## src/rtl/fbs_pkg.sv

```systemverilog
// shared constants and types of the fieldbus slave status block
package fbs_pkg;
    localparam int unsigned CLK_HZ = 100_000_000;
    localparam int unsigned BLINK_HALF_MS = 250;
    localparam int unsigned RESTART_MS = 500;
    localparam int unsigned BLINK_HALF_CYC = CLK_HZ / 1000 * BLINK_HALF_MS;
    localparam int unsigned RESTART_CYC = CLK_HZ / 1000 * RESTART_MS;
    localparam int unsigned CNT_W = 32;
    localparam logic [5:0] MAX_MODULES = 6'h20;
    localparam logic [5:0] MAX_ANALOG = 6'h10;
    localparam logic [7:0] MAX_IMAGE_BYTES = 8'h98;
    localparam logic [6:0] ADDR_MIN = 7'h01;
    localparam logic [6:0] ADDR_MAX = 7'h63;
    localparam logic [6:0] ADDR_SNAP = 7'h00;
    localparam logic [5:0] LOG_DEPTH = 6'h10;
    localparam int unsigned LOG_AW = 4;
    // register byte addresses
    localparam logic [7:0] REG_CTRL = 8'h00;
    localparam logic [7:0] REG_STATUS = 8'h04;
    localparam logic [7:0] REG_IMAGE = 8'h08;
    localparam logic [7:0] REG_LOG_IDX = 8'h0c;
    localparam logic [7:0] REG_LOG_DATA = 8'h10;
    localparam logic [7:0] REG_LOG_TIME = 8'h14;
    localparam logic [7:0] REG_TIME = 8'h18;
    // ctrl fields
    localparam int unsigned CTRL_INT_ERR = 0;
    localparam int unsigned CTRL_INIT_ERR = 1;
    localparam int unsigned CTRL_CFG_ERR = 2;
    localparam int unsigned CTRL_CFG_INPHASE = 3;
    localparam int unsigned CTRL_SELFTEST_OK = 4;
    localparam int unsigned CTRL_INIT_DONE = 5;
    localparam int unsigned CTRL_EXCHANGE = 6;
    localparam int unsigned CTRL_REDUNDANT = 7;
    localparam int unsigned CTRL_RESTART = 8;
    localparam int unsigned CTRL_W = 9;
    localparam logic [1:0] RESP_OKAY = 2'h0;
    localparam logic [1:0] RESP_SLVERR = 2'h2;
    typedef enum logic [2:0] {
        FBS_RD_IDLE = 3'h1,
        FBS_RD_BUSY = 3'h2,
        FBS_RD_RESP = 3'h4
    } fbs_rd_t;
endpackage : fbs_pkg

```

## src/rtl/fbs_status.sv

```systemverilog
// status leds, station address, diagnostic log and redundancy of the slave
//
// The AXI4-Lite interface to the registers and the register offsets are this design's own decisions.
`timescale 1ns/1ps
module fbs_status (
    // clock and reset
    input wire logic aclk,
    input wire logic aresetn,
    // axi4-lite write address, data and response
    input wire logic [7:0] s_axi_awaddr,
    input wire logic s_axi_awvalid,
    output logic s_axi_awready,
    input wire logic [31:0] s_axi_wdata,
    input wire logic [3:0] s_axi_wstrb,
    input wire logic s_axi_wvalid,
    output logic s_axi_wready,
    output logic [1:0] s_axi_bresp,
    output logic s_axi_bvalid,
    input wire logic s_axi_bready,
    // axi4-lite read
    input wire logic [7:0] s_axi_araddr,
    input wire logic s_axi_arvalid,
    output logic s_axi_arready,
    output logic [31:0] s_axi_rdata,
    output logic [1:0] s_axi_rresp,
    output logic s_axi_rvalid,
    input wire logic s_axi_rready,
    // station address selector and supply
    input wire logic [6:0] addr_selector,
    input wire logic power_good,
    // fieldbus and backplane activity, diagnostic events
    input wire logic fieldbus_activity,
    input wire logic backplane_faster,
    input wire logic diag_event,
    input wire logic [15:0] diag_code,
    // redundancy
    input wire logic partner_alive,
    // indicators
    output logic power_indicator,
    output logic error_indicator,
    output logic ready_indicator,
    output logic exchange_indicator,
    // station address and outputs
    output logic [6:0] station_address,
    output logic station_addr_valid,
    output logic outputs_enable,
    output logic self_alive,
    output logic flash_snapshot
);
    localparam int unsigned CNT_W_L = fbs_pkg::CNT_W;
    localparam logic [CNT_W_L-1:0] BL_MAX =
        CNT_W_L'(fbs_pkg::BLINK_HALF_CYC - 1);
    localparam logic [CNT_W_L-1:0] RS_MAX = CNT_W_L'(fbs_pkg::RESTART_CYC);

    typedef struct packed {
        logic awdone;
        logic wdone;
        logic [7:0] awaddr;
        logic [31:0] wdata;
        logic bvalid;
        logic [1:0] bresp;
        fbs_pkg::fbs_rd_t rd;
        logic [7:0] araddr;
        logic [31:0] rdata;
        logic [1:0] rresp;
        logic [fbs_pkg::CTRL_W-1:0] ctrl;
        logic [5:0] modules;
        logic [5:0] analog;
        logic [7:0] in_bytes;
        logic [7:0] out_bytes;
        logic [fbs_pkg::LOG_AW-1:0] log_wr;
        logic [fbs_pkg::LOG_AW-1:0] log_idx;
        logic [31:0] tstamp;
        logic [CNT_W_L-1:0] blink_cnt;
        logic blink;
        logic [CNT_W_L-1:0] rst_cnt;
        logic addr_taken;
        logic [6:0] addr;
        logic snap_done;
        logic snap;
        logic partner_q;
        logic took_over;
        logic active;
        logic led_pw;
        logic led_er;
        logic led_rd;
        logic led_de;
    } fbs_state_t;

    fbs_state_t st_r;
    fbs_state_t st_nxt;
    logic [15:0] log_code_r [fbs_pkg::LOG_DEPTH];
    logic [31:0] log_time_r [fbs_pkg::LOG_DEPTH];
    logic wr_fire;
    logic lim_ok;

    // log storage, one entry per slot
    genvar g;
    for (g = 0; g < fbs_pkg::LOG_DEPTH; g++) begin : g_log
        always_ff @(posedge aclk) begin
            if (!aresetn) begin
                log_code_r[g] <= 16'h0000;
                log_time_r[g] <= 32'h0000_0000;
            end else if (diag_event &&
                         st_r.log_wr == fbs_pkg::LOG_AW'(g)) begin
                log_code_r[g] <= diag_code;
                log_time_r[g] <= st_r.tstamp;
            end
        end
    end

    assign wr_fire = st_r.awdone && st_r.wdone && !st_r.bvalid;

    always_comb begin
        st_nxt = st_r;
        lim_ok = 1'b1;
        st_nxt.tstamp = st_r.tstamp + 32'h0000_0001;
        if (diag_event) begin
            st_nxt.log_wr = st_r.log_wr + fbs_pkg::LOG_AW'(1);
        end
        // write channel: address and data in either order
        if (s_axi_awvalid && !st_r.awdone) begin
            st_nxt.awdone = 1'b1;
            st_nxt.awaddr = s_axi_awaddr;
        end
        if (s_axi_wvalid && !st_r.wdone) begin
            st_nxt.wdone = 1'b1;
            st_nxt.wdata = s_axi_wdata;
        end
        st_nxt.ctrl[fbs_pkg::CTRL_RESTART] = 1'b0;
        if (wr_fire) begin
            st_nxt.bvalid = 1'b1;
            st_nxt.bresp = fbs_pkg::RESP_OKAY;
            case (st_r.awaddr)
                fbs_pkg::REG_CTRL: begin
                    st_nxt.ctrl = st_r.wdata[fbs_pkg::CTRL_W-1:0];
                end
                fbs_pkg::REG_IMAGE: begin
                    // limits checked; oversized config is refused
                    if (st_r.wdata[5:0] > fbs_pkg::MAX_MODULES ||
                        st_r.wdata[13:8] > fbs_pkg::MAX_ANALOG ||
                        st_r.wdata[13:8] > st_r.wdata[5:0] ||
                        st_r.wdata[23:16] > fbs_pkg::MAX_IMAGE_BYTES ||
                        st_r.wdata[31:24] > fbs_pkg::MAX_IMAGE_BYTES) begin
                        lim_ok = 1'b0;
                    end
                    if (lim_ok) begin
                        st_nxt.modules = st_r.wdata[5:0];
                        st_nxt.analog = st_r.wdata[13:8];
                        st_nxt.in_bytes = st_r.wdata[23:16];
                        st_nxt.out_bytes = st_r.wdata[31:24];
                    end else begin
                        st_nxt.bresp = fbs_pkg::RESP_SLVERR;
                    end
                end
                fbs_pkg::REG_LOG_IDX: begin
                    st_nxt.log_idx = st_r.wdata[fbs_pkg::LOG_AW-1:0];
                end
                default: begin
                    st_nxt.bresp = fbs_pkg::RESP_SLVERR;
                end
            endcase
        end
        if (st_r.bvalid && s_axi_bready) begin
            st_nxt.bvalid = 1'b0;
            st_nxt.awdone = 1'b0;
            st_nxt.wdone = 1'b0;
        end
        // read channel
        case (st_r.rd)
            fbs_pkg::FBS_RD_IDLE: begin
                if (s_axi_arvalid) begin
                    st_nxt.araddr = s_axi_araddr;
                    st_nxt.rd = fbs_pkg::FBS_RD_BUSY;
                end
            end
            fbs_pkg::FBS_RD_BUSY: begin
                st_nxt.rresp = fbs_pkg::RESP_OKAY;
                st_nxt.rd = fbs_pkg::FBS_RD_RESP;
                case (st_r.araddr)
                    fbs_pkg::REG_CTRL:
                        st_nxt.rdata = 32'(st_r.ctrl);
                    fbs_pkg::REG_STATUS:
                        st_nxt.rdata = {16'h0000, st_r.addr_taken,
                            st_r.active, st_r.partner_q, st_r.snap_done,
                            st_r.led_pw, st_r.led_er, st_r.led_rd,
                            st_r.led_de, 1'b0, st_r.addr};
                    fbs_pkg::REG_IMAGE:
                        st_nxt.rdata = {st_r.out_bytes, st_r.in_bytes,
                            2'h0, st_r.analog, 2'h0, st_r.modules};
                    fbs_pkg::REG_LOG_IDX:
                        st_nxt.rdata = {24'h00_0000, 4'h0, st_r.log_wr};
                    fbs_pkg::REG_LOG_DATA:
                        st_nxt.rdata = {16'h0000, log_code_r[st_r.log_idx]};
                    fbs_pkg::REG_LOG_TIME:
                        st_nxt.rdata = log_time_r[st_r.log_idx];
                    fbs_pkg::REG_TIME:
                        st_nxt.rdata = st_r.tstamp;
                    default: begin
                        st_nxt.rdata = 32'h0000_0000;
                        st_nxt.rresp = fbs_pkg::RESP_SLVERR;
                    end
                endcase
            end
            fbs_pkg::FBS_RD_RESP: begin
                if (s_axi_rready) begin
                    st_nxt.rd = fbs_pkg::FBS_RD_IDLE;
                end
            end
            default: st_nxt.rd = fbs_pkg::FBS_RD_IDLE;
        endcase
        // blink base, half period from the clock rate
        if (st_r.blink_cnt >= BL_MAX) begin
            st_nxt.blink_cnt = '0;
            st_nxt.blink = !st_r.blink;
        end else begin
            st_nxt.blink_cnt = st_r.blink_cnt + CNT_W_L'(1);
        end
        // restart pulse, started at reset release or by software
        if (st_r.ctrl[fbs_pkg::CTRL_RESTART]) begin
            st_nxt.rst_cnt = RS_MAX;
        end else if (st_r.rst_cnt != '0) begin
            st_nxt.rst_cnt = st_r.rst_cnt - CNT_W_L'(1);
        end
        // station address latched once after each reset release
        if (!st_r.addr_taken) begin
            st_nxt.addr_taken = 1'b1;
            st_nxt.addr = addr_selector;
        end else if (addr_selector == fbs_pkg::ADDR_SNAP &&
                     !st_r.snap_done) begin
            st_nxt.snap_done = 1'b1;
        end
        st_nxt.snap = st_r.addr_taken && !st_r.snap_done &&
            addr_selector == fbs_pkg::ADDR_SNAP;
        // redundancy: a silent partner hands the outputs to us
        st_nxt.partner_q = partner_alive;
        // activity from plain mode must not leak into redundant mode,
        // else both channels would drive the outputs at once
        if (!st_r.ctrl[fbs_pkg::CTRL_REDUNDANT]) begin
            st_nxt.active = 1'b1;
            st_nxt.took_over = 1'b0;
        end else if (!partner_alive) begin
            st_nxt.active = 1'b1;
            st_nxt.took_over = 1'b1;
        end else begin
            st_nxt.active = st_r.took_over;
        end
        // indicators
        st_nxt.led_pw = power_good;
        st_nxt.led_de = fieldbus_activity;
        if (st_r.ctrl[fbs_pkg::CTRL_INT_ERR]) begin
            st_nxt.led_er = 1'b1;
        end else if (st_r.ctrl[fbs_pkg::CTRL_INIT_ERR]) begin
            st_nxt.led_er = st_r.blink;
        end else if (st_r.ctrl[fbs_pkg::CTRL_CFG_ERR]) begin
            st_nxt.led_er = st_r.blink;
        end else begin
            st_nxt.led_er = st_r.rst_cnt != '0;
        end
        if (st_r.ctrl[fbs_pkg::CTRL_CFG_ERR]) begin
            if (st_r.ctrl[fbs_pkg::CTRL_CFG_INPHASE]) begin
                st_nxt.led_rd = st_r.blink;
            end else begin
                st_nxt.led_rd = !st_r.blink;
            end
        end else if (st_r.ctrl[fbs_pkg::CTRL_REDUNDANT]) begin
            st_nxt.led_rd = st_r.active;
        end else if (st_r.ctrl[fbs_pkg::CTRL_EXCHANGE]) begin
            st_nxt.led_rd = backplane_faster;
        end else if (st_r.ctrl[fbs_pkg::CTRL_SELFTEST_OK] &&
                     st_r.ctrl[fbs_pkg::CTRL_INIT_DONE]) begin
            st_nxt.led_rd = st_r.blink;
        end else begin
            st_nxt.led_rd = 1'b0;
        end
    end

    always_ff @(posedge aclk) begin
        if (!aresetn) begin
            st_r <= '0;
            st_r.rd <= fbs_pkg::FBS_RD_IDLE;
            st_r.rst_cnt <= RS_MAX;
        end else begin
            st_r <= st_nxt;
        end
    end

    assign s_axi_awready = !st_r.awdone;
    assign s_axi_wready = !st_r.wdone;
    assign s_axi_bvalid = st_r.bvalid;
    assign s_axi_bresp = st_r.bresp;
    assign s_axi_arready = st_r.rd == fbs_pkg::FBS_RD_IDLE;
    assign s_axi_rvalid = st_r.rd == fbs_pkg::FBS_RD_RESP;
    assign s_axi_rdata = st_r.rdata;
    assign s_axi_rresp = st_r.rresp;
    assign power_indicator = st_r.led_pw;
    assign error_indicator = st_r.led_er;
    assign ready_indicator = st_r.led_rd;
    assign exchange_indicator = st_r.led_de;
    assign station_address = st_r.addr;
    // address 0 and above 99 are not usable stations
    assign station_addr_valid = st_r.addr_taken &&
        st_r.addr >= fbs_pkg::ADDR_MIN &&
        st_r.addr <= fbs_pkg::ADDR_MAX;
    assign outputs_enable = st_r.active;
    assign self_alive = st_r.addr_taken && !st_r.ctrl[fbs_pkg::CTRL_INT_ERR];
    assign flash_snapshot = st_r.snap;
endmodule : fbs_status

```

## config.mk

```make
export PLATFORM = sky130hd
export DESIGN_NAME = fbs_status
export DESIGN_NICKNAME = d
export VERILOG_FILES = /design/src/rtl/fbs_pkg.sv /design/src/rtl/fbs_status.sv
export SDC_FILE = /design/constraint.sdc
export NUM_CORES = 2
export LEC_CHECK = 0
export BUFFER_PORTS_ARGS = -buffer_cell sky130_fd_sc_hd__buf_2
export CORE_MARGIN = 4
export CORE_UTILIZATION = 50
export CTS_BUF_LIST = sky130_fd_sc_hd__clkbuf_8
export DETAILED_ROUTE_END_ITERATION = 10
export HOLD_SLACK_MARGIN = 0.02
export PLACE_DENSITY = 0.77
export SYNTH_ARGS = -nofsm -noshare
export SYNTH_HDL_FRONTEND = slang
export SYNTH_SLANG_ARGS = --single-unit
```

## constraint.sdc

```tcl
create_clock -name aclk -period 11.4 [get_ports aclk]
set_input_delay 2.28 -clock aclk [delete_from_list [all_inputs] [get_ports aclk]]
set_output_delay 2.28 -clock aclk [all_outputs]
set_load 0.03 [all_outputs]
```

# Word level (Yosys, flattened, before mapping)

Memories as Yosys holds them, arrays and structs flattened. A register that Yosys moved wholly into a read port is not among the register bits.
Cells that the tools add are included.

Bitwise operators: 33
Mux-type cells: 105
Add/sub/neg operators: 4
Eq/ne operators: 28
Order comparisons: 8
Reduce and logical (&&, ||, !) cells: 56

Operator list:

| operator                                                                | count |
|---|---|
| 32-bit two-way mux                                                      | 16 |
| 16-bit two-way mux                                                      | 16 |
| 32-bit case mux with 7 select lines                                     | 1 |
| 32-bit by 1-bit adder with 32-bit output, second input constant         | 2 |
| 1-bit two-way mux                                                       | 62 |
| 4-bit equality test, second input constant                              | 8 |
| 8-bit by 4-bit equality test with 1-bit output, second input constant   | 4 |
| 32-bit by 25-bit >= comparator with 1-bit output, second input constant | 1 |
| 1-bit bitwise OR                                                        | 32 |
| 32-bit nonzero test                                                     | 1 |
| 32-bit by 1-bit subtractor with 32-bit output, second input constant    | 1 |
| 1-bit logical AND                                                       | 28 |
| 8-bit by 5-bit equality test with 1-bit output, second input constant   | 3 |
| 4-bit by 3-bit equality test with 1-bit output, second input constant   | 4 |
| 8-bit > comparator, second input constant                               | 2 |
| 8-bit zero test                                                         | 2 |
| 4-bit two-way mux                                                       | 4 |
| 2-bit AND reduction                                                     | 6 |
| 11-bit two-way mux                                                      | 1 |
| 3-bit case mux with 3 select lines                                      | 1 |
| 4-bit by 2-bit equality test with 1-bit output, second input constant   | 2 |
| 8-bit by 3-bit equality test with 1-bit output, second input constant   | 1 |
| 2-bit OR reduction                                                      | 4 |
| 7-bit by 1-bit >= comparator with 1-bit output, second input constant   | 1 |
| other kinds (21)                                                        | 31 |

Memories kept: 2
Input port bits: 87
Word-level logic and storage cells: 269
Output and inout port bits: 56
Bits in writable memories: 768
Register bits: 249

Memories:

| memory     | words | bits a word | rd ports | clocked after Yosys merged registers in | write ports | RTL line         | text |
|---|---|---|---|---|---|---|---|
| log_time_r | 16    | 32          | 1        | 1                                       | 16          | fbs_status.sv:93 | `logic [31:0] log_time_r [fbs_pkg::LOG_DEPTH];` |
| log_code_r | 16    | 16          | 1        | 1                                       | 16          | fbs_status.sv:92 | `logic [15:0] log_code_r [fbs_pkg::LOG_DEPTH];` |

# Depth between registers and ports, before layout

Depth after elaboration: 10
Depth in mapped cells: 10
Gate-level depth less buffers: 8

# Least setup slack after synthesis

No wires, ideal clock.

Path kind: input-to-reg
Start point: input port diag_event
End point: memory log_code_r[0][0], enable pin
Buffers on the path: 1
Slack: 4.750 ns
Setup time: 0.520 ns
Stages on the path: 3
Arrival time: 6.130 ns
Data required time: 10.880 ns
Path through: clkbuf_1 -> nand2b_1 -> o21ai_0

RTL lines:

| element         | RTL line         | text |
|---|---|---|
| start, declared | fbs_status.sv:34 | `input wire logic diag_event,` |
| end, declared   | fbs_status.sv:92 |  |

==> summary.md <==
| Metric | Value |
|---|---|
| Max cap viols | 0 |
| Register bit total from synthesis | 1017 |
| TritonCTS clock tree | done |
| Critical Path AT | 5500 ps |
| Initial DRC Count | around 3700 |
| Critical path peak fanout | 17 |
| Syn Inst Count | 3481 |
| Clock latency on the worst-skew pair | 840 ps |
| Crit. End Element | flop |
| Die Span Y | 309 um |
| Post-CTS sizing | 0 |
| Syn Area/Cell | 13.0 um2 |
| CTS Buf Count | around 160 |
| Headroom to the max-slew limit | 0.191 |
| Comb power frac | 0.053 |
| Fill cells | 7223 |
| Wire length per cell | around 25 um |
| Clock network power share | 0.391 |
| First-pass detailed-route iteration total | 5 |
| CP Class | input port to flop |
| Final Cycle Share | 0.419 |
| Total congestion overflow | 0 |
| P_sw | 0.00180 W |
| CP delay by family, top | simple AND/OR/NAND/NOR gates |
| Seq pwr share | 0.557 |
| Placer congestion estimate | 0.843 |
| Worst slew pin tran | around 1200 ps |
| DP Area | 0.0469 mm2 |
| Die area | 0.0956 mm2 |
| Residual DRC count | 0 |
| Sink Count | just over 1000 |
| IO Count | 143 |
| Initial antenna violation count | 9 |
| Clock Skews | 50.7 ps |
| # hold bufs at CTS | 0 |
| Hold Fails Final Rpt | 0 |
| Placed Cells | 4525 |
| P_int | ~0.0057 W |
| Max incr delay on CP | 900 ps |
| Minimum clock period | 4780 ps |
| Layout Cells excl Fill | between 4000 and 5000 |
| Routed wire length | 123000 um |
| Largest net degree at the start of global routing | 118 |
| Number of port buffers | roughly 130 |
| Count of pins over their slew limit | 0 |
| Data required, critical path | 12120 ps |
| Maximum vdd drop | 106 uV |
| WHS | 436 ps |
| Max clock buf depth | 3 |
| Row cnt | 110 |
| CP Cell Sequence | buf_4 -> nor4bb_1 -> nand3_1 -> or2_2 -> nor3_1 -> a21oi_1 -> o21ai_0 |
| RSZ-0062 raised after global routing | no |
| Worst-path clk slew | 60 ps |
| Core area | approximately 0.090 mm2 |
| Number of global-route vias before repair | about 29000 |
| Worst hold-check path type | flop to flop |
| Distinct cells, synth | 67 |
| Critical path launch point type | input port |
| Post-DP HPWL | 68800 um |
| Max stage delay cell, worst path | nor4bb_1 |
| Ys flop type | edfxtp_1 |
| First-pass GRT wire length | 181000 um |
| EDFF count, synth | 768 |
| Synth Cell Area | 0.0454 mm2 |
| Vias per cell | 6.01 |
| Setup bufs post-CTS | 0 |
| Ys Warns | 0 |
| Worst Path Buf+Inv | 1 |
| Layout area overhead | 10.1% |
| Setup_tns | 0 ps |
| Starting density of the core | 0.504 |
| Fraction of registers with async set/reset | 0 |
| Post-synthesis sequential area ratio | 0.618 |
| Layout cells sized above 1 | 0.183 |
| Setup-failing EPs final | 0 |
| Power density over the cells | approximately 150 mW/mm2 |
| Finished Cell Area | 0.0500 mm2 |
| Htree depth | 4 |
| Sw Ratio | 0.240 |
| LEAKAGE | about 18 nW |
| Overall global routing resource usage | 0.258 |
| Die extent in x | 309 um |
| DR vias | between 20000 and 30000 |
| ANT nets after route | 0 |
| Nets@finish | 3614 |
| CTS Root Cell | clkbuf_8 |
| FMAX | 209 MHz |
| Status | finished, final reports clean |
[per-stage QoR]
| step | utilization | setup slack, ps | power [W] |
|---|---|---|---|
| 2_1_floorplan | - | 4750 | 0.00448 |
| 3_3_place_gp | 0.521 | 5880 | 0.00463 |
| 3_5_place_dp | 0.521 | 5890 | 0.00464 |
| 4_1_cts | 0.555 | 6730 | 0.00752 |
| 5_1_grt | 0.555 | 6670 | 0.00773 |
| 6_report | 0.555 | 6620 | 0.00750 |
[cell families after synthesis]
family          count (synthesis)  synth area share
fa+ha+maj                      14           0.00386
compound gates                298            0.0409
mux                           297             0.118
other cells                     1         0.0000826
xor+xnor                       80            0.0154
buf+inv                       355            0.0337
flops                        1017             0.618
simple gates                 1419             0.170
[routing by layer]
layer,vias up,track usage,part of all wire
met2,1813,0.413,0.47
met3,316,0.0571,0.11
li1,12600,-,-
met1,14300,0.341,0.37
met5,-,0,0
met4,0,0.114,0.044
[path summary, 6_finish.rpt]
check | start | endpoint | slack [ps] | cells past startpoint
worst max-delay path | aresetn | s_axi_rdata[8] | 6620 | 7
worst min-delay path | st_r[50] | st_r[50] | 440 | 1
worst max register to register | flop | s_axi_rdata[6] | 7270 | 7
worst min register to register | st_r[50] | st_r[50] | 440 | 1
[layout by cell type (no fill, tap or decap), types with 38 or more instances in the layout]
master,count
mux4_2,187
clkbuf_8,177
mux2i_1,82
nor3_1,92
xnor2_1,42
nand2_1,260
xor2_1,38
a22oi_1,47
o21ai_0,39
inv_1,85
dfxtp_1,245
nor2_1,155
edfxtp_1,768
and2_1,713
buf_4,53
buf_2,133
a21oi_1,104
[synthesized netlist by cell type, types with 5 or more instances]
cell type | n | area, um2
o211ai_1 | 9 | 67.6
buf_4 | 43 | 323
o21ai_0 | 55 | 275
nand3_1 | 37 | 185
and3_1 | 11 | 68.8
a21oi_1 | 104 | 521
nand4_1 | 16 | 100
buf_2 | 20 | 100
a22o_1 | 5 | 43.8
inv_1 | 23 | 86.3
a31oi_1 | 7 | 43.8
ha_1 | 14 | 175
o21a_1 | 5 | 37.5
clkbuf_1 | 237 | 890
or2_2 | 9 | 56.3
nand2b_1 | 18 | 113
and2_1 | 713 | 4460
a211oi_1 | 10 | 75.1
nor3_1 | 92 | 460
nand2_1 | 260 | 976
mux2i_1 | 82 | 821
mux2_2 | 28 | 315
xor2_1 | 38 | 333
nor2b_1 | 18 | 113
edfxtp_1 | 768 | 23100
buf_1 | 26 | 97.6
or4_1 | 13 | 97.6
nor3b_1 | 7 | 52.6
a22oi_1 | 47 | 353
nor4_1 | 21 | 131
nor2_1 | 172 | 646
xnor2_1 | 42 | 368
o22ai_1 | 21 | 131
a32oi_1 | 5 | 43.8
mux4_2 | 187 | 4210
or3_1 | 13 | 81.3
dfxtp_1 | 249 | 4980
[power by group through the flow]
stage	clock network, W	logic, W	registers, W
finish	0.00293	0.000394	0.00418
global route	0.00312	0.000418	0.00419
CTS	0.00296	0.000390	0.00418
detailed placement	0	0.000388	0.00425
global placement	0	0.000384	0.00424
floorplan	0	0.000242	0.00424
[cell type report]
| type | instances | area (um2) | share of cell area |
|---|---|---|---|
| Timing Repair Buffer | 188 | 1100 | 0.0221 |
| Clock inverter | 123 | 602 | 0.0120 |
| Inverter | 27 | 104 | 0.00208 |
| Tap cell | 1176 | 1470 | 0.0295 |
| Sequential cell | 1017 | 28100 | 0.562 |
| Antenna cell | 6 | 15.0 | 0.000301 |
| Clock buffer | 177 | 2440 | 0.0488 |
| Multi-Input combinational cell | 2117 | 16200 | 0.324 |
[state kept, by name, summed over array words and instances (netlist names), named ones only]
register and count:
power_indicator 1, s_axi_bvalid 1, station_address 7, outputs_enable 1
s_axi_rresp 1, error_indicator 1, log_time_r 512, flash_snapshot 1
s_axi_rdata 32, s_axi_bresp 1, log_code_r 256, st_r 197
exchange_indicator 1, ready_indicator 1
Power figures use the tool's default switching activity.
